===== src/rtl/aspf_defs.svh =====
// Register offsets, field positions and reset values of the pin function block.
// Assumes a 32-bit APB slave with byte addresses on an 8-bit address port.
//
// Overview of operation
// - Transmitted characters leave on the serial output pin least significant bit first.
// - Received characters arrive least significant bit first and are assembled in that order.
// - Ring pin is an active-low readable input or the serial bit clock source.
// - Generator B on its pin gives an expiry pulse as timer, clock as generator.
// - Terminal-ready function makes that pin an active-low CPU-set output.
// - Set-ready pin: active-low input, generator A output, or CPU-set output zero.
// - Request-to-send is a CPU-set output; in auto mode it goes low while data waits or is sent.
// - During reset request-to-send is an input sampled as clock mode; board drives it.
// - Clear-to-send is active low; gates transmitter in auto mode, else a plain input.
// - Carrier pin: active-low input, system clock divided by two, or CPU-set output one.
// - After reset every multifunction pin takes its default modem or clock function.
// - Six inner blocks raise block interrupts; the bus interface raises none.
// - Receiver, timing unit and modem module also report second-level status sources.
// - Each FIFO has its own threshold and interrupts when it reaches that level.
// - System clock comes from the crystal oscillator or an external clock.
// - Two independent baud generators, each a clock generator or a timer.
// - Bus interface arbitrates register access and drives the interrupt request out.
// - Oscillator pin use latched only in reset; output two only with external clock.
`ifndef ASPF_DEFS_SVH
`define ASPF_DEFS_SVH

`define ASPF_OFF_PINSEL    8'h00
`define ASPF_OFF_MODOUT    8'h04
`define ASPF_OFF_PINSTAT   8'h08
`define ASPF_OFF_GEN_A     8'h0c
`define ASPF_OFF_GEN_B     8'h10
`define ASPF_OFF_SERCFG    8'h14
`define ASPF_OFF_TXDATA    8'h18
`define ASPF_OFF_RXDATA    8'h1c
`define ASPF_OFF_INTSTAT   8'h20
`define ASPF_OFF_INTEN     8'h24

`define ASPF_MOD_DTR       0
`define ASPF_MOD_RTS       1
`define ASPF_MOD_GP0       2
`define ASPF_MOD_GP1       3
`define ASPF_MOD_GP2       4
`define ASPF_MOD_AUTO      5

`define ASPF_GEN_TIMER     16
`define ASPF_GEN_EN        17

`define ASPF_SUB_FRAME     0
`define ASPF_SUB_OVERRUN   1
`define ASPF_SUB_TMR_A     2
`define ASPF_SUB_TMR_B     3
`define ASPF_SUB_MODEM     4
`define ASPF_SUB_SHIFT     8

`define ASPF_RST_PINSEL    6'h00
`define ASPF_RST_MODOUT    6'h1f
`define ASPF_RST_GEN       18'h00000
`define ASPF_RST_SERCFG    12'h000
`define ASPF_RST_INTEN     6'h00

`define ASPF_CHAR_BITS     8
`define ASPF_FRAME_BITS    10

`endif


===== src/rtl/aspf_pkg.sv =====
// Types used by the pin function block; its baud generators use none of them.
// Assumes nothing of its surroundings.
package aspf_pkg;

	typedef enum logic [1:0] {
		ASPF_DSR_SET_READY = 2'b00,
		ASPF_DSR_GEN_A     = 2'b01,
		ASPF_DSR_GP_ZERO   = 2'b10
	} aspf_dsr_fn_t;

	typedef enum logic [1:0] {
		ASPF_CAR_INPUT     = 2'b00,
		ASPF_CAR_SYS_CLOCK = 2'b01,
		ASPF_CAR_GP_ONE    = 2'b10
	} aspf_car_fn_t;

	typedef enum logic [1:0] {
		ASPF_SRC_GEN_A = 2'b00,
		ASPF_SRC_GEN_B = 2'b01,
		ASPF_SRC_EXT   = 2'b10
	} aspf_clk_src_t;

	typedef enum logic [1:0] {
		ASPF_RX_IDLE = 2'b00,
		ASPF_RX_DATA = 2'b01,
		ASPF_RX_STOP = 2'b10
	} aspf_rx_state_t;

endpackage : aspf_pkg


===== src/rtl/aspf_baud_gen.sv =====
// One baud rate generator that runs as a clock generator or as a timer.
// Assumes one clock domain and a synchronous active-low reset.
`timescale 1ns/1ps
module aspf_baud_gen (
	// Clock and reset
	input  wire logic        core_clk_i,
	input  wire logic        rst_b_i,
	// Configuration
	input  wire logic        enable_i,
	input  wire logic        timer_mode_i,
	input  wire logic [15:0] divisor_i,
	// Results
	output logic             tick_o,
	output logic             expired_o,
	output logic             pin_o
);
	logic [15:0] cnt_reg;
	logic        tick_reg;
	logic        expired_reg;
	logic        pin_reg;

	// Divisor zero behaves as one, so the generator never stalls
	wire         hit      = enable_i & (cnt_reg == 16'h0000);
	wire  [15:0] reload   = (divisor_i == 16'h0000) ? 16'h0000 : divisor_i - 16'h0001;
	wire  [15:0] cnt_next = hit ? reload : (enable_i ? cnt_reg - 16'h0001 : reload);

	always_ff @(posedge core_clk_i) begin
		if (!rst_b_i) begin
			cnt_reg     <= 16'h0000;
			tick_reg    <= 1'b0;
			expired_reg <= 1'b0;
			pin_reg     <= 1'b0;
		end else begin
			cnt_reg     <= cnt_next;
			tick_reg    <= hit;
			expired_reg <= hit & timer_mode_i;
			pin_reg     <= timer_mode_i ? hit : (pin_reg ^ hit);
		end
	end

	assign tick_o    = tick_reg;
	assign expired_o = expired_reg;
	assign pin_o     = pin_reg;

endmodule : aspf_baud_gen


===== src/rtl/aspf_pin_mux.sv =====
// Multifunction serial and modem pins, serial shifters, FIFOs and status logic.
// Assumes pins synchronous to core_clk_i (40 MHz), an APB master, synchronous reset.
`timescale 1ns/1ps
`include "aspf_defs.svh"
module aspf_pin_mux import aspf_pkg::*; #(
	parameter int FIFO_DEPTH = 4
) (
	// Clock and reset
	input  wire logic        core_clk_i,
	input  wire logic        rst_b_i,
	// APB slave
	input  wire logic        psel_i,
	input  wire logic        penable_i,
	input  wire logic        pwrite_i,
	input  wire logic [7:0]  paddr_i,
	input  wire logic [31:0] pwdata_i,
	output logic      [31:0] prdata_o,
	output logic             pready_o,
	output logic             pslverr_o,
	// Serial data
	output logic             txd_pin_o,
	input  wire logic        rxd_pin_i,
	// Modem and timing pins
	input  wire logic        ring_sclk_pin_i,
	output logic             dtr_genb_pin_o,
	input  wire logic        dsr_gena_pin_i,
	output logic             dsr_gena_pin_o,
	output logic             dsr_gena_oe_o,
	input  wire logic        rts_pin_i,
	output logic             rts_pin_o,
	output logic             rts_oe_o,
	input  wire logic        cts_n_i,
	input  wire logic        carrier_pin_i,
	output logic             carrier_pin_o,
	output logic             carrier_oe_o,
	output logic             gp_out_two_o,
	output logic             gp_out_two_oe_o,
	// Interrupt request
	output logic             irq_o
);
	localparam int PW = $clog2(FIFO_DEPTH);
	localparam int LW = PW + 1;

	// Picks one bit-clock tick; used for transmit and receive alike
	function automatic logic pick_tick(input logic [1:0] src, input logic a,
	                                   input logic b, input logic ext);
		pick_tick = (src == ASPF_SRC_GEN_A) ? a : (src == ASPF_SRC_GEN_B) ? b :
		            (src == ASPF_SRC_EXT) ? ext : 1'b0;
	endfunction : pick_tick

	// Registers
	logic [5:0]    pinsel_reg;
	logic [5:0]    modout_reg;
	logic [17:0]   gena_reg;
	logic [17:0]   genb_reg;
	logic [11:0]   sercfg_reg;
	logic [5:0]    inten_reg;
	logic [4:0]    sub_reg;
	logic          clk_mode_reg;
	logic          pready_reg;
	logic          pslverr_reg;
	logic [31:0]   prdata_reg;
	logic          irq_reg;
	logic          sysclk_div_reg;
	logic          ring_prev_reg;
	logic [3:0]    mdm_prev_reg;
	// Pin output flops
	logic          txd_reg;
	logic          dtr_reg;
	logic          dsr_o_reg;
	logic          dsr_oe_reg;
	logic          rts_o_reg;
	logic          rts_oe_reg;
	logic          car_o_reg;
	logic          car_oe_reg;
	logic          gp2_o_reg;
	logic          gp2_oe_reg;
	// FIFOs
	logic [7:0]    tx_mem [FIFO_DEPTH];
	logic [7:0]    rx_mem [FIFO_DEPTH];
	logic [PW-1:0] tx_wp_reg;
	logic [PW-1:0] tx_rp_reg;
	logic [LW-1:0] tx_lvl_reg;
	logic [PW-1:0] rx_wp_reg;
	logic [PW-1:0] rx_rp_reg;
	logic [LW-1:0] rx_lvl_reg;
	// Shifters
	logic [9:0]    tx_sh_reg;
	logic [3:0]    tx_cnt_reg;
	logic          tx_busy_reg;
	logic [7:0]    rx_sh_reg;
	logic [3:0]    rx_cnt_reg;
	aspf_rx_state_t rx_st_reg;
	aspf_rx_state_t rx_st_next;

	// Baud generators
	logic ga_tick, ga_exp, ga_pin, gb_tick, gb_exp, gb_pin;

	aspf_baud_gen u_gen_a (
		.core_clk_i   (core_clk_i),
		.rst_b_i      (rst_b_i),
		.enable_i     (gena_reg[`ASPF_GEN_EN]),
		.timer_mode_i (gena_reg[`ASPF_GEN_TIMER]),
		.divisor_i    (gena_reg[15:0]),
		.tick_o       (ga_tick),
		.expired_o    (ga_exp),
		.pin_o        (ga_pin)
	);

	aspf_baud_gen u_gen_b (
		.core_clk_i   (core_clk_i),
		.rst_b_i      (rst_b_i),
		.enable_i     (genb_reg[`ASPF_GEN_EN]),
		.timer_mode_i (genb_reg[`ASPF_GEN_TIMER]),
		.divisor_i    (genb_reg[15:0]),
		.tick_o       (gb_tick),
		.expired_o    (gb_exp),
		.pin_o        (gb_pin)
	);

	// Pin function fields
	wire [1:0] dsr_fn   = pinsel_reg[1:0];
	wire [1:0] car_fn   = pinsel_reg[3:2];
	wire       dtr_fn   = pinsel_reg[4];
	wire       ring_fn  = pinsel_reg[5];
	wire       auto_tx  = modout_reg[`ASPF_MOD_AUTO];
	wire [1:0] tx_src   = sercfg_reg[1:0];
	wire [1:0] rx_src   = sercfg_reg[3:2];
	wire [LW-1:0] tx_thr = LW'(sercfg_reg[6:4]);
	wire [LW-1:0] rx_thr = LW'(sercfg_reg[10:8]);

	// Bus decode
	wire apb_wait = psel_i & penable_i & ~pready_reg;
	wire apb_done = psel_i & penable_i & pready_reg;
	wire apb_wr   = apb_done & pwrite_i;
	wire apb_rd   = apb_done & ~pwrite_i;
	wire hit_pinsel  = paddr_i == `ASPF_OFF_PINSEL;
	wire hit_modout  = paddr_i == `ASPF_OFF_MODOUT;
	wire hit_pinstat = paddr_i == `ASPF_OFF_PINSTAT;
	wire hit_gena    = paddr_i == `ASPF_OFF_GEN_A;
	wire hit_genb    = paddr_i == `ASPF_OFF_GEN_B;
	wire hit_sercfg  = paddr_i == `ASPF_OFF_SERCFG;
	wire hit_txdata  = paddr_i == `ASPF_OFF_TXDATA;
	wire hit_rxdata  = paddr_i == `ASPF_OFF_RXDATA;
	wire hit_intstat = paddr_i == `ASPF_OFF_INTSTAT;
	wire hit_inten   = paddr_i == `ASPF_OFF_INTEN;
	wire hit_any = hit_pinsel | hit_modout | hit_pinstat | hit_gena | hit_genb |
	               hit_sercfg | hit_txdata | hit_rxdata | hit_intstat | hit_inten;

	// FIFO status
	wire tx_full  = tx_lvl_reg == LW'(FIFO_DEPTH);
	wire tx_empty = tx_lvl_reg == '0;
	wire rx_full  = rx_lvl_reg == LW'(FIFO_DEPTH);
	wire rx_empty = rx_lvl_reg == '0;

	// Bit clock selection; external clock only when the ring pin is so assigned
	wire sclk_tick = ring_fn & ring_sclk_pin_i & ~ring_prev_reg;
	wire tx_tick   = pick_tick(tx_src, ga_tick, gb_tick, sclk_tick);
	wire rx_tick   = pick_tick(rx_src, ga_tick, gb_tick, sclk_tick);

	// Transmitter held off by a high clear-to-send in auto mode
	wire cts_ok  = ~auto_tx | ~cts_n_i;
	wire tx_load = tx_tick & ~tx_busy_reg & ~tx_empty & cts_ok;
	wire tx_push = apb_wr & hit_txdata & ~tx_full;
	wire tx_last = tx_tick & tx_busy_reg & (tx_cnt_reg == 4'(`ASPF_FRAME_BITS - 1));

	// Receiver
	wire rx_stop_tick = rx_tick & (rx_st_reg == ASPF_RX_STOP);
	wire rx_push  = rx_stop_tick & rxd_pin_i & ~rx_full;
	wire rx_ovr   = rx_stop_tick & rxd_pin_i & rx_full;
	wire rx_ferr  = rx_stop_tick & ~rxd_pin_i;
	wire rx_pop   = apb_rd & hit_rxdata & ~rx_empty;

	always_comb begin
		rx_st_next = rx_st_reg;
		case (rx_st_reg)
			ASPF_RX_IDLE: if (rx_tick && !rxd_pin_i) rx_st_next = ASPF_RX_DATA;
			ASPF_RX_DATA: if (rx_tick && rx_cnt_reg == 4'(`ASPF_CHAR_BITS - 1))
				rx_st_next = ASPF_RX_STOP;
			ASPF_RX_STOP: if (rx_tick) rx_st_next = ASPF_RX_IDLE;
			default:      rx_st_next = ASPF_RX_IDLE;
		endcase
	end

	// Modem inputs watched only while their pin is an input
	wire [3:0] mdm_in   = {cts_n_i, carrier_pin_i, dsr_gena_pin_i, ring_sclk_pin_i};
	wire [3:0] mdm_mask = {1'b1, car_fn == ASPF_CAR_INPUT, dsr_fn == ASPF_DSR_SET_READY,
	                       ~ring_fn};
	wire       mdm_chg  = |((mdm_in ^ mdm_prev_reg) & mdm_mask);

	// Second-level sources; a new event wins over a clear in the same cycle
	wire [4:0] sub_set = {mdm_chg, gb_exp, ga_exp, rx_ovr, rx_ferr};
	wire [4:0] sub_clr = (apb_wr & hit_intstat) ? pwdata_i[`ASPF_SUB_SHIFT +: 5] : 5'h00;
	wire [4:0] sub_next = (sub_reg & ~sub_clr) | sub_set;

	// Block-level status; the bus interface itself has no entry
	wire [5:0] blk_stat = {
		sub_reg[`ASPF_SUB_TMR_B] | sub_reg[`ASPF_SUB_TMR_A],
		~tx_busy_reg & tx_empty,
		sub_reg[`ASPF_SUB_MODEM],
		sub_reg[`ASPF_SUB_OVERRUN] | sub_reg[`ASPF_SUB_FRAME],
		tx_lvl_reg <= tx_thr,
		rx_lvl_reg >= rx_thr
	};

	// Read data
	wire [31:0] pinstat_word = {25'h0000000, rx_st_reg != ASPF_RX_IDLE, tx_busy_reg,
	                            clk_mode_reg, cts_n_i, carrier_pin_i, dsr_gena_pin_i,
	                            ring_sclk_pin_i};
	wire [31:0] rd_word =
		hit_pinsel  ? {26'h0000000, pinsel_reg} :
		hit_modout  ? {26'h0000000, modout_reg} :
		hit_pinstat ? pinstat_word :
		hit_gena    ? {14'h0000, gena_reg} :
		hit_genb    ? {14'h0000, genb_reg} :
		hit_sercfg  ? {20'h00000, sercfg_reg} :
		hit_txdata  ? {{(32-LW){1'b0}}, tx_lvl_reg} :
		hit_rxdata  ? {24'h000000, rx_mem[rx_rp_reg]} :
		hit_intstat ? {19'h00000, sub_reg, 2'b00, blk_stat} :
		hit_inten   ? {26'h0000000, inten_reg} : 32'h00000000;

	// Bus interface: one wait state, then the answer
	always_ff @(posedge core_clk_i) begin
		if (!rst_b_i) begin
			pready_reg  <= 1'b0;
			pslverr_reg <= 1'b0;
			prdata_reg  <= 32'h00000000;
		end else begin
			pready_reg  <= apb_wait;
			pslverr_reg <= apb_wait & ~hit_any;
			prdata_reg  <= (apb_wait & ~pwrite_i) ? rd_word : 32'h00000000;
		end
	end

	// Configuration; pin functions change only here
	always_ff @(posedge core_clk_i) begin
		if (!rst_b_i) begin
			pinsel_reg <= `ASPF_RST_PINSEL;
			modout_reg <= `ASPF_RST_MODOUT;
			gena_reg   <= `ASPF_RST_GEN;
			genb_reg   <= `ASPF_RST_GEN;
			sercfg_reg <= `ASPF_RST_SERCFG;
			inten_reg  <= `ASPF_RST_INTEN;
		end else if (apb_wr) begin
			if (hit_pinsel) pinsel_reg <= pwdata_i[5:0];
			if (hit_modout) modout_reg <= pwdata_i[5:0];
			if (hit_gena)   gena_reg   <= pwdata_i[17:0];
			if (hit_genb)   genb_reg   <= pwdata_i[17:0];
			if (hit_sercfg) sercfg_reg <= pwdata_i[11:0];
			if (hit_inten)  inten_reg  <= pwdata_i[5:0];
		end
	end

	// Clock-mode strap is taken from the request-to-send pin only while in reset
	always_ff @(posedge core_clk_i) begin
		if (!rst_b_i) clk_mode_reg <= rts_pin_i;
	end

	// Status, interrupt and edge history
	always_ff @(posedge core_clk_i) begin
		if (!rst_b_i) begin
			sub_reg        <= 5'h00;
			irq_reg        <= 1'b0;
			sysclk_div_reg <= 1'b0;
			ring_prev_reg  <= 1'b1;
			mdm_prev_reg   <= 4'hf;
		end else begin
			sub_reg        <= sub_next;
			irq_reg        <= |(blk_stat & inten_reg);
			sysclk_div_reg <= ~sysclk_div_reg;
			ring_prev_reg  <= ring_sclk_pin_i;
			mdm_prev_reg   <= mdm_in;
		end
	end

	// Transmit FIFO and shifter; ring buffer pointers assume a power-of-two depth
	always_ff @(posedge core_clk_i) begin
		if (tx_push) tx_mem[tx_wp_reg] <= pwdata_i[7:0];
	end

	always_ff @(posedge core_clk_i) begin
		if (!rst_b_i) begin
			tx_wp_reg   <= '0;
			tx_rp_reg   <= '0;
			tx_lvl_reg  <= '0;
			tx_sh_reg   <= 10'h3ff;
			tx_cnt_reg  <= 4'h0;
			tx_busy_reg <= 1'b0;
			txd_reg     <= 1'b1;
		end else begin
			if (tx_push) tx_wp_reg <= tx_wp_reg + 1'b1;
			if (tx_load) tx_rp_reg <= tx_rp_reg + 1'b1;
			tx_lvl_reg <= tx_lvl_reg + LW'(tx_push) - LW'(tx_load);
			if (tx_load) begin
				tx_sh_reg   <= {1'b1, tx_mem[tx_rp_reg], 1'b0};
				txd_reg     <= 1'b0;
				tx_cnt_reg  <= 4'h0;
				tx_busy_reg <= 1'b1;
			end else if (tx_tick && tx_busy_reg) begin
				tx_sh_reg  <= {1'b1, tx_sh_reg[9:1]};
				txd_reg    <= tx_last ? 1'b1 : tx_sh_reg[1];
				tx_cnt_reg <= tx_cnt_reg + 4'h1;
				if (tx_last) tx_busy_reg <= 1'b0;
			end
		end
	end

	// Receive FIFO and shifter
	always_ff @(posedge core_clk_i) begin
		if (rx_push) rx_mem[rx_wp_reg] <= rx_sh_reg;
	end

	always_ff @(posedge core_clk_i) begin
		if (!rst_b_i) begin
			rx_wp_reg  <= '0;
			rx_rp_reg  <= '0;
			rx_lvl_reg <= '0;
			rx_sh_reg  <= 8'h00;
			rx_cnt_reg <= 4'h0;
			rx_st_reg  <= ASPF_RX_IDLE;
		end else begin
			rx_st_reg <= rx_st_next;
			if (rx_push) rx_wp_reg <= rx_wp_reg + 1'b1;
			if (rx_pop)  rx_rp_reg <= rx_rp_reg + 1'b1;
			rx_lvl_reg <= rx_lvl_reg + LW'(rx_push) - LW'(rx_pop);
			if (rx_tick && rx_st_reg == ASPF_RX_IDLE) rx_cnt_reg <= 4'h0;
			if (rx_tick && rx_st_reg == ASPF_RX_DATA) begin
				rx_sh_reg  <= {rxd_pin_i, rx_sh_reg[7:1]};
				rx_cnt_reg <= rx_cnt_reg + 4'h1;
			end
		end
	end

	// Pin drivers; drivers released while reset holds and for input functions
	always_ff @(posedge core_clk_i) begin
		if (!rst_b_i) begin
			dtr_reg    <= 1'b1;
			dsr_o_reg  <= 1'b1;
			dsr_oe_reg <= 1'b0;
			rts_o_reg  <= 1'b1;
			rts_oe_reg <= 1'b0;
			car_o_reg  <= 1'b1;
			car_oe_reg <= 1'b0;
			gp2_o_reg  <= 1'b1;
			gp2_oe_reg <= 1'b0;
		end else begin
			dtr_reg    <= dtr_fn ? gb_pin : modout_reg[`ASPF_MOD_DTR];
			dsr_o_reg  <= (dsr_fn == ASPF_DSR_GEN_A) ? ga_pin : modout_reg[`ASPF_MOD_GP0];
			dsr_oe_reg <= dsr_fn != ASPF_DSR_SET_READY;
			rts_o_reg  <= auto_tx ? ~(tx_busy_reg | ~tx_empty) : modout_reg[`ASPF_MOD_RTS];
			rts_oe_reg <= 1'b1;
			car_o_reg  <= (car_fn == ASPF_CAR_SYS_CLOCK) ? sysclk_div_reg :
			              modout_reg[`ASPF_MOD_GP1];
			car_oe_reg <= car_fn != ASPF_CAR_INPUT;
			gp2_o_reg  <= modout_reg[`ASPF_MOD_GP2];
			gp2_oe_reg <= clk_mode_reg;
		end
	end

	assign prdata_o        = prdata_reg;
	assign pready_o        = pready_reg;
	assign pslverr_o       = pslverr_reg;
	assign txd_pin_o       = txd_reg;
	assign dtr_genb_pin_o  = dtr_reg;
	assign dsr_gena_pin_o  = dsr_o_reg;
	assign dsr_gena_oe_o   = dsr_oe_reg;
	assign rts_pin_o       = rts_o_reg;
	assign rts_oe_o        = rts_oe_reg;
	assign carrier_pin_o   = car_o_reg;
	assign carrier_oe_o    = car_oe_reg;
	assign gp_out_two_o    = gp2_o_reg;
	assign gp_out_two_oe_o = gp2_oe_reg;
	assign irq_o           = irq_reg;
endmodule : aspf_pin_mux


===== config.mk =====
export PLATFORM = sky130hd
export DESIGN_NAME = aspf_pin_mux
export DESIGN_NICKNAME = d
export VERILOG_FILES = /design/src/rtl/aspf_pkg.sv /design/src/rtl/aspf_baud_gen.sv /design/src/rtl/aspf_pin_mux.sv
export VERILOG_INCLUDE_DIRS = /design/src /design/src/rtl
export SDC_FILE = /design/constraint.sdc
export NUM_CORES = 1
export LEC_CHECK = 0
export ABC_CLOCK_PERIOD_IN_PS = 3400
export BUFFER_PORTS_ARGS = -buffer_cell sky130_fd_sc_hd__buf_2
export CORE_ASPECT_RATIO = 0.75
export CORE_MARGIN = 8
export CORE_UTILIZATION = 52
export CTS_BUF_LIST = sky130_fd_sc_hd__clkbuf_8 sky130_fd_sc_hd__clkbuf_16
export DETAILED_ROUTE_END_ITERATION = 8
export GPL_TIMING_DRIVEN = 0
export PLACE_DENSITY_LB_ADDON = 0.12
export SLEW_MARGIN = 25
export SYNTH_ARGS = -nofsm -noshare
export SYNTH_HDL_FRONTEND = slang
export SYNTH_HIERARCHICAL = 1
export SYNTH_SLANG_ARGS = --single-unit

===== constraint.sdc =====
create_clock -name core_clk_i -period 3.4 [get_ports core_clk_i]
set_input_delay 0 -clock core_clk_i [delete_from_list [all_inputs] [get_ports core_clk_i]]
set_output_delay 0 -clock core_clk_i [all_outputs]
set_load 0.01 [all_outputs]

==> results of run 1 <==
## worst paths after layout
path,from,to,slack [ps],cells after the start
worst max-delay path,sercfg_reg[3],rx_lvl_reg[2],240,14
worst min-delay path,paddr_i[6],pslverr_o,40,3
worst max register to register,sercfg_reg[3],rx_lvl_reg[2],240,14
worst min register to register,tx_sh_reg[2],tx_sh_reg[2],440,2
## cells in the final DEF (no fill, tap or decap), types with 30 or more instances in the layout
master / Yosys / routed
mux2i_1: 34 / 34
and2_1: 36 / 36
dfxtp_1: 190 / 190
nor2_1: 89 / 89
edfxtp_1: 65 / 65
nand2_1: 192 / 192
o21ai_0: 33 / 33
a21oi_1: 99 / 99
inv_1: 32 / 36
dlygate4sd3_1: 0 / 30
buf_2: 13 / 80
xnor2_1: 38 / 38
## stage by stage
step           area [um^2]  hold slack, ps
6_report             13700            43.8
5_1_grt              13700            61.6
4_1_cts              13600            3.64
3_5_place_dp         12500             179
3_3_place_gp         12500             179
2_1_floorplan        11800            27.7
## power by group through the flow
stage          Combinational, mW  Sequential [mW]  Clock [mW]
3_3_place_gp               0.212             3.18           0
6_report                   0.244             3.11        2.95
2_1_floorplan             0.0961             3.18           0
4_1_cts                    0.238             3.11        2.99
3_5_place_dp               0.212             3.18           0
5_1_grt                    0.260             3.11        3.10
## metal layers
| metal | vias to the layer above | wire (um) | track usage (%) |
|---|---|---|---|
| met5 | - | 0 | 0 |
| met4 | 0 | 755 | 5.46 |
| met1 | 4666 | 16100 | 36.4 |
| li1 | 4526 | - | - |
| met3 | 54 | 3030 | 4.90 |
| met2 | 389 | 13900 | 34.6 |
## tightest hold or removal path: cells and delay by family
family	cells	cell delay, ps
AOI/OAI and AO/OA	1	160
buffers and inverters	1	160
and+or+nand+nor	1	170
## final cells by class
class                      count  area, um^2  share of cell area, %
buffer                        62         332                   2.43
clock buffer                  27         653                   4.78
timing repair buffer          97         636                   4.66
sequential                   255        5760                   42.2
multi-input combinational    862        5570                   40.8
clock inverter                18         218                   1.59
tap                          294         368                   2.69
inverter                      33         124                  0.907
## logic make-up after synthesis
group / share of synthesized area [%]
other: 0.0320
XOR/XNOR: 4.63
AO/OA/AOI/OAI: 12.1
adder cells (fa/ha/maj): 3.12
AND/OR/NAND/NOR: 20.9
multiplexers: 6.27
flip-flops: 49.1
buffers and inverters: 3.89
## repair_timing
action / in CTS / in global routing
endpoints found under the hold margin: 121 / 0
setup endpoints to repair: 1 / 1
gates resized for setup: 1 / 1
setup buffers: 0 / 0
pin swaps: 0 / 0
hold buffers: 30 / 0
==> impl_results.md, run 1 <==
- Initial Util: 53.0%
- Transition at the pin with the smallest max-transition slack: between 800 and 900 ps
- Number of failing setup endpoints in the final timing report: 0
- Peak Freq: ~320 MHz
- Clock network fraction of total power: a little under half
- Critical path start-end classification: flop to flop
- Die width: ~190 um
- Number of clock sinks: ~260
- Port-buffer cells: 67
- Final-layout setup total negative slack: 0 ps
- Sequential fraction of the synthesis area: between 40% and 50%
- Inst Count DP: around 1600
- Count of mapped cells out of synthesis: about 1200
- Worst slew slack as a fraction of its limit: approximately 42%
- Core area: around 22000 um^2
- Power Density: about 460 nW/um^2
- Most frequent cells after synthesis: 192 x nand2_1, 190 x dfxtp_1, 99 x a21oi_1, 89 x nor2_1, 65 x edfxtp_1
- Avg WL per Cell: roughly 21 um
- Synth top area cells: dfxtp_1 32%, edfxtp_1 17%, nand2_1 6.1%
- Wire length of the first global-routing pass: 52.7 mm
- Slowest cell on crit path: nor3_2
- Count of flip-flops with a built-in enable after synthesis: 65
- Most frequently used cell type in the post-synthesis netlist: nand2_1
- Number of buffers created by CTS: 25
- Share of flip-flops with an asynchronous set or reset after synthesis: 0%
- Kind of cell adding the most delay to the critical path: simple AND/OR/NAND/NOR gates
- Fill cell count: between 1500 and 2000
- CTS H-Tree Depth: 1
- Vertical die dimension: about 150 um
- Antenna Cells: 0
- Internal Pwr Total: between 4 and 5 mW
- Worst Setup Start Kind: flop
- Chain of cells forming the critical path: and4b_1 -> nor3_2 -> a211oi_2 -> and3_1 -> clkbuf_1 -> inv_1 -> ha_1 -> inv_1 -> ha_1 -> inv_1 -> fa_1 -> xor2_1 -> xnor2_1 -> nor2_1
- Overflow left after global routing: 0
- Cell chosen for the clock root: clkbuf_16
- CTS tree: built
- Pin count of the biggest net entering global routing: 26
- Critical path endpoint category: flop
- Routed vias/inst: about 5.8
- Delay of the slowest critical-path stage: roughly 540 ps
- Final weighted congestion of routability-driven global placement: 0.986
- Worst setup timing slack at the placement stage: -30.8 ps
- Share of final-layout standard cells stronger than drive strength 1: between 10% and 20%
- Final worst-path cycle share: 92.9%
- Net count, final: 1415
- Total of max-cap violations: 0
- Number of failing hold endpoints at the final stage: 0
- GRT Total Usage: 24.1%
- Worst ir drop on vdd: about 0.38 mV
- Hold WC Path Type: input pin to flop
- Post-detail-place hpwl: 24.3 mm
- Unrepaired setup endpoints after global routing: no
- Run status: finished, final reports clean
- Post-layout power: around 6.3 mW
- WP data required: ~3800 ps
- Number of antenna violations at the first check in global routing: 0
- Leading register cell type out of synthesis: dfxtp_1
- Ports placed on the boundary: between 90 and 100
- Worst EP arrival: between 3000 and 4000 ps
- Most used cell, CP: inv_1
- Portion of synthesized cell area occupied by the leading cell type: about a third
- DIE AREA: roughly 28000 um^2
- Fin. max-slew vios: 0
- Worst Setup Slack, final: between 200 and 250 ps
- Flop pwr share: just under 50%
- Fraction of power consumed by combinational cells: under 10%
- Clock slew at reported path FFs: ~60 ps
- Number of cells in the finished layout apart from fillers: roughly 1600
- Worst-Skew Late Latency: 540 ps
- CP max FO: 7
- Antenna Violating Nets Remaining: 0
- Post-route DRC violation count: 0
- Mean instance size in the synthesized netlist: approximately 9.8 um^2
- Total of warnings raised by yosys: 6
- Number of synthesized register bits: about 260
- Biggest area consumer among synthesized cells: dfxtp_1
- Leakage: 5.37 nW
- Total standard cell area after synthesis: about 12000 um^2
- Number of placement rows: 47
- Clock Path Buffers: 3
- Top flop regs: rx_mem: 32 flops, tx_mem: 32 flops
- Switching share of power: a little over a fifth
- Post-layout minimum cycle time: between 3000 and 4000 ps
- Setup clock skew after layout: between 20 and 25 ps
- CP Buf/Inv Count: 4
- Detailed Route WL: ~34 mm
- Vias in the first global route: around 9000
- Share of the core filled with cells in the final layout: 61.7%
- Vias: 9635
- Distinct cell type count after synthesis: 76
- Signed area change from the synthesized netlist to the final layout: 16.5%
- Pre-antenna DRT Iters: 5
- Switching Power: 1.36 mW
- 1st-iter DRT viols: 1016
Power figures use the tool's default switching activity.
==> inputs of run 2 (changes only) <==
--- a/config.mk
+++ b/config.mk
@@ -8,6 +8,7 @@
 export LEC_CHECK = 0
 export ABC_CLOCK_PERIOD_IN_PS = 3400
 export BUFFER_PORTS_ARGS = -buffer_cell sky130_fd_sc_hd__buf_2
+export CAP_MARGIN = 20
 export CORE_ASPECT_RATIO = 0.75
 export CORE_MARGIN = 8
 export CORE_UTILIZATION = 52
==> constraint.sdc (replaced) <==
create_clock -name core_clk_i -period 3.4 [get_ports core_clk_i]
set_input_delay 0.51 -clock core_clk_i [delete_from_list [all_inputs] [get_ports core_clk_i]]
set_output_delay 0.51 -clock core_clk_i [all_outputs]
set_load 0.01 [all_outputs]
==> run 2 against run 1 <==
  * Sequential power hardly changed
  * Critical path type unchanged
  * Combinational power down 11%
  * Non-clock buffer count down 30
  * Die area is the same
  * Largest power group unchanged
  * First-iteration DRC count shrank 13%
  * Worst hold slack better by 110 ps
  * Critical endpoint unchanged
  * Final cell count down 1.8%
  * Total power shrank 0.44%
  * Register-to-register slack about the same
  * Routed wire length is 0.22% lower
  * Clock-buffer cell count unchanged
  * Setup slack lost 0.85 ps
==> impl_results.md, run 2 (same netlist as run 1, synthesis figures left out) <==
- Register area: ~5800 um^2
- Clock Path Buffers: 3
- Post-detail-place hpwl: ~24 mm
- Ports placed on the boundary: 96
- CP max FO: 7
- Delay of the slowest critical-path stage: between 500 and 600 ps
- Cell chosen for the clock root: clkbuf_16
- Worst Setup Start Kind: flop
- 1st-iter DRT viols: 887
- Top flop regs: rx_mem: 32 flops, tx_mem: 32 flops
- Post-CTS setup buffers: 0
- Port-buffer cells: 67
- Most used cell, CP: inv_1
- Fraction of power consumed by combinational cells: 3.5%
- Critical path start-end classification: flop to flop
- Power Density: around 470 nW/um^2
- Fill cell count: between 1500 and 2000
- Number of clock sinks: around 260
- Number of failing hold endpoints at the final stage: 0
- Die width: between 150 and 200 um
- Transition at the pin with the smallest max-transition slack: just under 900 ps
- Commonest non-fill, non-tap cells in the layout: 192 x nand2_1, 190 x dfxtp_1, 99 x a21oi_1
- Switching Power: between 1 and 1.5 mW
- Routed vias/inst: approximately 5.8
- Vertical die dimension: 146 um
- Initial Util: approximately 53%
- Clock slew at reported path FFs: ~60 ps
- GRT Total Usage: a little under a quarter
- Setup clock skew after layout: ~17 ps
- Number of cells in the finished layout apart from fillers: ~1600
- Core area: about 22000 um^2
- CTS H-Tree Depth: 1
- Final worst-path cycle share: between 90% and 100%
- Hold bufs inserted after CTS: 0
- DIE AREA: roughly 28000 um^2
- Leakage: 5.25 nW
- Flop pwr share: roughly 50%
- Post-layout instance area: 13400 um^2
- Antenna Violating Nets Remaining: 0
- Peak Freq: between 300 and 400 MHz
- Post-layout minimum cycle time: 3160 ps
- Total of max-cap violations: 0
- Worst slew slack as a fraction of its limit: a little over 40%
- Leading cell type in the layout, fill and taps excluded: nand2_1
- Net count, final: 1385
- Clock network fraction of total power: ~47%
- Worst-Skew Late Latency: roughly 540 ps
- Post-route DRC violation count: 0
- Hold WC Path Type: input pin to flop
- Number of antenna violations at the first check in global routing: 0
- Chain of cells forming the critical path: and4b_1 -> nor3_2 -> a211oi_2 -> and3_1 -> clkbuf_1 -> inv_1 -> ha_1 -> inv_1 -> ha_1 -> inv_1 -> fa_1 -> xor2_1 -> xnor2_1 -> nor2_1
- Worst ir drop on vdd: ~0.38 mV
- Antenna Cells: 0
- Number of placement rows: 47
- Number of failing setup endpoints in the final timing report: 0
- Internal Pwr Total: between 4 and 5 mW
- Pin count of the biggest net entering global routing: 26
- Final weighted congestion of routability-driven global placement: about 0.99
- Multi-input logic area: between 5000 and 6000 um^2
- Switching share of power: between 20% and 30%
- Slowest cell on crit path: nor3_2
- Avg WL per Cell: around 21 um
- Critical path endpoint category: flop
- Vias: 9438
- Worst EP arrival: around 3600 ps
- Inst Count DP: 1573
- Fin. max-slew vios: 0
- CTS tree: built
- Signed area change from the synthesized netlist to the final layout: 13.9%
- Number of buffers created by CTS: 25
- Share of the core filled with cells in the final layout: approximately three fifths
- WP data required: approximately 3800 ps
- Unrepaired setup endpoints after global routing: no
- Vias in the first global route: between 8000 and 9000
- Wire length of the first global-routing pass: 52.2 mm
- Share of final-layout standard cells stronger than drive strength 1: 14.5%
- Run status: finished, final reports clean
- CP Buf/Inv Count: 4
- Placed cell area: roughly 12000 um^2
- Detailed Route WL: roughly 34 mm
- Kind of cell adding the most delay to the critical path: simple AND/OR/NAND/NOR gates
- Overflow left after global routing: 0
- Pre-antenna DRT Iters: 6
## run 2: changes by cell type in the layout (fill, tap and decap cells not counted), sizes merged
cell | before | now
dlygate4sd3 | 30 | 0
## run 2: cell type report
type	instances	area share (%)
clock buffer	27	4.89
multi-input combinational	862	41.7
sequential	255	43.1
tap	294	2.75
timing repair buffer	67	2.51
inverter	33	0.928
buffer	62	2.48
clock inverter	18	1.63
## run 2: worst paths after layout
| path | to | cells past startpoint | slack, ps | from |
|---|---|---|---|---|
| setup / recovery | rx_lvl_reg[2] | 14 | 240 | sercfg_reg[3] |
| hold / removal | clk_mode_reg | 1 | 150 | rts_pin_i |
| setup reg to reg | rx_lvl_reg[2] | 14 | 240 | sercfg_reg[3] |
| hold reg to reg | tx_sh_reg[2] | 2 | 440 | tx_sh_reg[2] |
## run 2: power groups by stage
| stage | Combinational (mW) | Sequential, mW | Clock [mW] |
|---|---|---|---|
| final | 0.218 | 3.11 | 2.95 |
| after global routing | 0.231 | 3.11 | 3.10 |
| after floorplan | 0.0961 | 3.18 | 0 |
| after global placement | 0.212 | 3.18 | 0 |
| after detailed placement | 0.212 | 3.18 | 0 |
| after CTS | 0.212 | 3.11 | 2.99 |
## run 2: through the flow
stage               setup TNS [ps]  setup WS (ps)  power [mW]  hold slack [ps]
finish                           0            240        6.28              149
global route                     0           33.6        6.44              134
CTS                              0            126        6.31              129
detailed placement            -385           -301        3.39              427
global placement              -341           -273        3.39              393
floorplan                        0            597        3.28              385
## run 2: what timing repair did
item                       in CTS  in global routing
resized for setup               1                  1
pin swaps                       0                  0
hold endpoints to repair        0                  0
setup endpoints to repair       1                  1
## run 2: routing by layer
| layer | vias up | track usage, % | wire [um] |
|---|---|---|---|
| met5 | - | 0 | 0 |
| met4 | 0 | 5.42 | 787 |
| met1 | 4548 | 36.2 | 16300 |
| met3 | 55 | 4.90 | 2790 |
| met2 | 370 | 34.2 | 13900 |
| li1 | 4465 | - | - |
## run 2: worst register-to-register path, cell delays in order, from the launching register on
cell	delay, ps
dfxtp_1	370
and4b_1	240
nor3_2	540
a211oi_2	130
and3_1	210
clkbuf_1	180
inv_1	140
ha_1	240
inv_1	60
ha_1	130
inv_1	50
fa_1	390
xor2_1	170
xnor2_1	130
nor2_1	50
==> inputs of run 3 (changes only) <==
--- a/config.mk
+++ b/config.mk
@@ -11,12 +11,12 @@
 export CAP_MARGIN = 20
 export CORE_ASPECT_RATIO = 0.75
 export CORE_MARGIN = 8
-export CORE_UTILIZATION = 52
+export CORE_UTILIZATION = 60
 export CTS_BUF_LIST = sky130_fd_sc_hd__clkbuf_8 sky130_fd_sc_hd__clkbuf_16
 export DETAILED_ROUTE_END_ITERATION = 8
+export GPL_ROUTABILITY_DRIVEN = 0
 export GPL_TIMING_DRIVEN = 0
 export PLACE_DENSITY_LB_ADDON = 0.12
-export SLEW_MARGIN = 25
 export SYNTH_ARGS = -nofsm -noshare
 export SYNTH_HDL_FRONTEND = slang
 export SYNTH_HIERARCHICAL = 1
==> run 3 against run 2 <==
  * Routed wire length fell by 4.1%
  * Final cell count fell by 2.6%
  * Setup slack improved by 96 ps
  * Sequential share of layout area rose by 0.18 points
  * Utilization rose by 8.6 points
  * Critical path depth did not move
  * Critical path type unchanged
  * Critical endpoint unchanged
==> impl_results.md, run 3 (same netlist as run 1, synthesis figures left out) <==
- DIE AREA: 24300 um^2
- Initial Util: between 60 and 70%
- Worst EP arrival: approximately 3500 ps
- CP max FO: 7
- Wire length of the first global-routing pass: approximately 50 mm
- Commonest non-fill, non-tap cells in the layout: 192 x nand2_1, 190 x dfxtp_1, 99 x a21oi_1
- Leakage: between 5 and 6 nW
- Net count, final: ~1400
- Number of antenna violations at the first check in global routing: 1
- Overflow left after global routing: 0
- Share of final-layout standard cells stronger than drive strength 1: between 10% and 20%
- Vias in the first global route: approximately 8700
- Avg WL per Cell: around 20 um
- WP data required: 3790 ps
- Setup clock skew after layout: between 10 and 15 ps
- Cell chosen for the clock root: clkbuf_16
- GRT Total Usage: between 20% and 30%
- Die width: approximately 180 um
- Worst-Skew Late Latency: 520 ps
- Unrepaired setup endpoints after global routing: no
- Number of placement rows: 44
- Antenna Cells: 0
- Clock Path Buffers: 3
- 1st-iter DRT viols: just under 900
- Critical path origin: mdm_prev_reg[0]
- Critical path start-end classification: flop to flop
- Critical path endpoint category: flop
- Detailed Route WL: around 32 mm
- Worst Setup Start Kind: flop
- Top flop regs: rx_mem: 32 flops, tx_mem: 32 flops
- Post-CTS setup buffers: 0
- Number of failing hold endpoints at the final stage: 0
- Signed area change from the synthesized netlist to the final layout: 13.5%
- Clock slew at reported path FFs: 70 ps
- Startpoint of the lowest-slack register-to-register path: mdm_prev_reg[0]
- Hold WC Path Type: input pin to flop
- CTS tree: built
- Run status: finished, final reports clean
- Number of clock sinks: roughly 260
- Total of max-cap violations: 0
- Worst Setup Slack, final: around 340 ps
- Core area: 19300 um^2
- Ports placed on the boundary: 96
- Pre-antenna DRT Iters: 9
- Fin. max-slew vios: 0
- Post-layout minimum cycle time: 3060 ps
- Antenna Violating Nets Remaining: 0
- Fill cell count: around 1500
- Register area: around 5800 um^2
- Power Density: between 400 and 500 nW/um^2
- Post-detail-place hpwl: between 20 and 25 mm
- Pin count of the biggest net entering global routing: 26
- Worst setup timing slack at the placement stage: -158 ps
- Multi-input logic area: 5560 um^2
- Post-route DRC violation count: 0
- Peak Freq: ~330 MHz
- Vertical die dimension: roughly 140 um
- Vias: between 9000 and 10000
- Worst slew slack as a fraction of its limit: between 40 and 50%
- Hold slack: between 150 and 200 ps
- Final worst-path cycle share: approximately nine tenths
- Leading cell type in the layout, fill and taps excluded: nand2_1
- Number of buffers created by CTS: 25
- Routed vias/inst: 6.07
- Hold path startpoint: rts_pin_i
- CTS H-Tree Depth: 1
- Port-buffer cells: 67
- Transition at the pin with the smallest max-transition slack: between 800 and 900 ps
- Worst ir drop on vdd: roughly 0.46 mV
- Number of failing setup endpoints in the final timing report: 0
-- run 3: cell count changes in the layout (fill, tap and decap cells not counted), sizes merged --
cell and change:
clkbuf +4, clkinv -4, bufinv -2, inv +1
-- run 3: final cells by class --
type                            instances  area share (%)
Multi-Input combinational cell        862            41.8
Timing Repair Buffer                   67            2.52
Clock inverter                         13            1.05
Sequential cell                       255            43.3
Tap cell                              253            2.38
Buffer                                 62            2.49
Inverter                               33           0.932
Clock buffer                           31            5.50
-- run 3: worst paths after layout --
path	endpoint	slack (ps)	depth (start not counted)
setup / recovery	rx_lvl_reg[2]	340	14
setup reg to reg	rx_lvl_reg[2]	340	14
hold / removal	clk_mode_reg	170	1
hold reg to reg	sysclk_div_reg	420	1
-- run 3: timing repair --
action | CTS | global route
endpoints found under the setup margin | 0 | 1
gates resized for setup | 0 | 1
hold buffers | 0 | 0
-- run 3: metal layers --
layer  GRT usage, %  share of wire, %
met5              0             0.028
met4           7.58               3.1
met3           6.64                10
met2           38.0                42
met1           37.8                45
-- run 3: worst max-delay path, stage by stage, from the launching register on --
cell and delay (ps):
dfxtp_1 360, and4b_1 210, nor3_2 510, a211oi_1 160, and3_1 200, clkbuf_1 170, inv_1 110, ha_1 230
inv_1 50, ha_1 130, inv_1 50, fa_1 400, xor2_1 170, xnor2_1 130, nor2_1 50
-- run 3: per-stage QoR --
stage          utilization, %  cell area, um^2  setup TNS, ps  power, mW  cells
2_1_floorplan               -            11800              0       3.28   1212
3_3_place_gp             64.5            12400           -108       3.38   1532
3_5_place_dp             64.5            12400           -158       3.38   1532
4_1_cts                  69.0            13300              0       6.25   1576
5_1_grt                  69.0            13300              0       6.38   1576
6_report                 69.0            13300              0       6.23   1576
-- run 3: report_power, final --
group / switching (mW) / total, mW / internal (mW)
registers: 0.00530 / 3.11 / 3.11
clock network: 1.17 / 2.91 / 1.74
logic: 0.152 / 0.212 / 0.0599
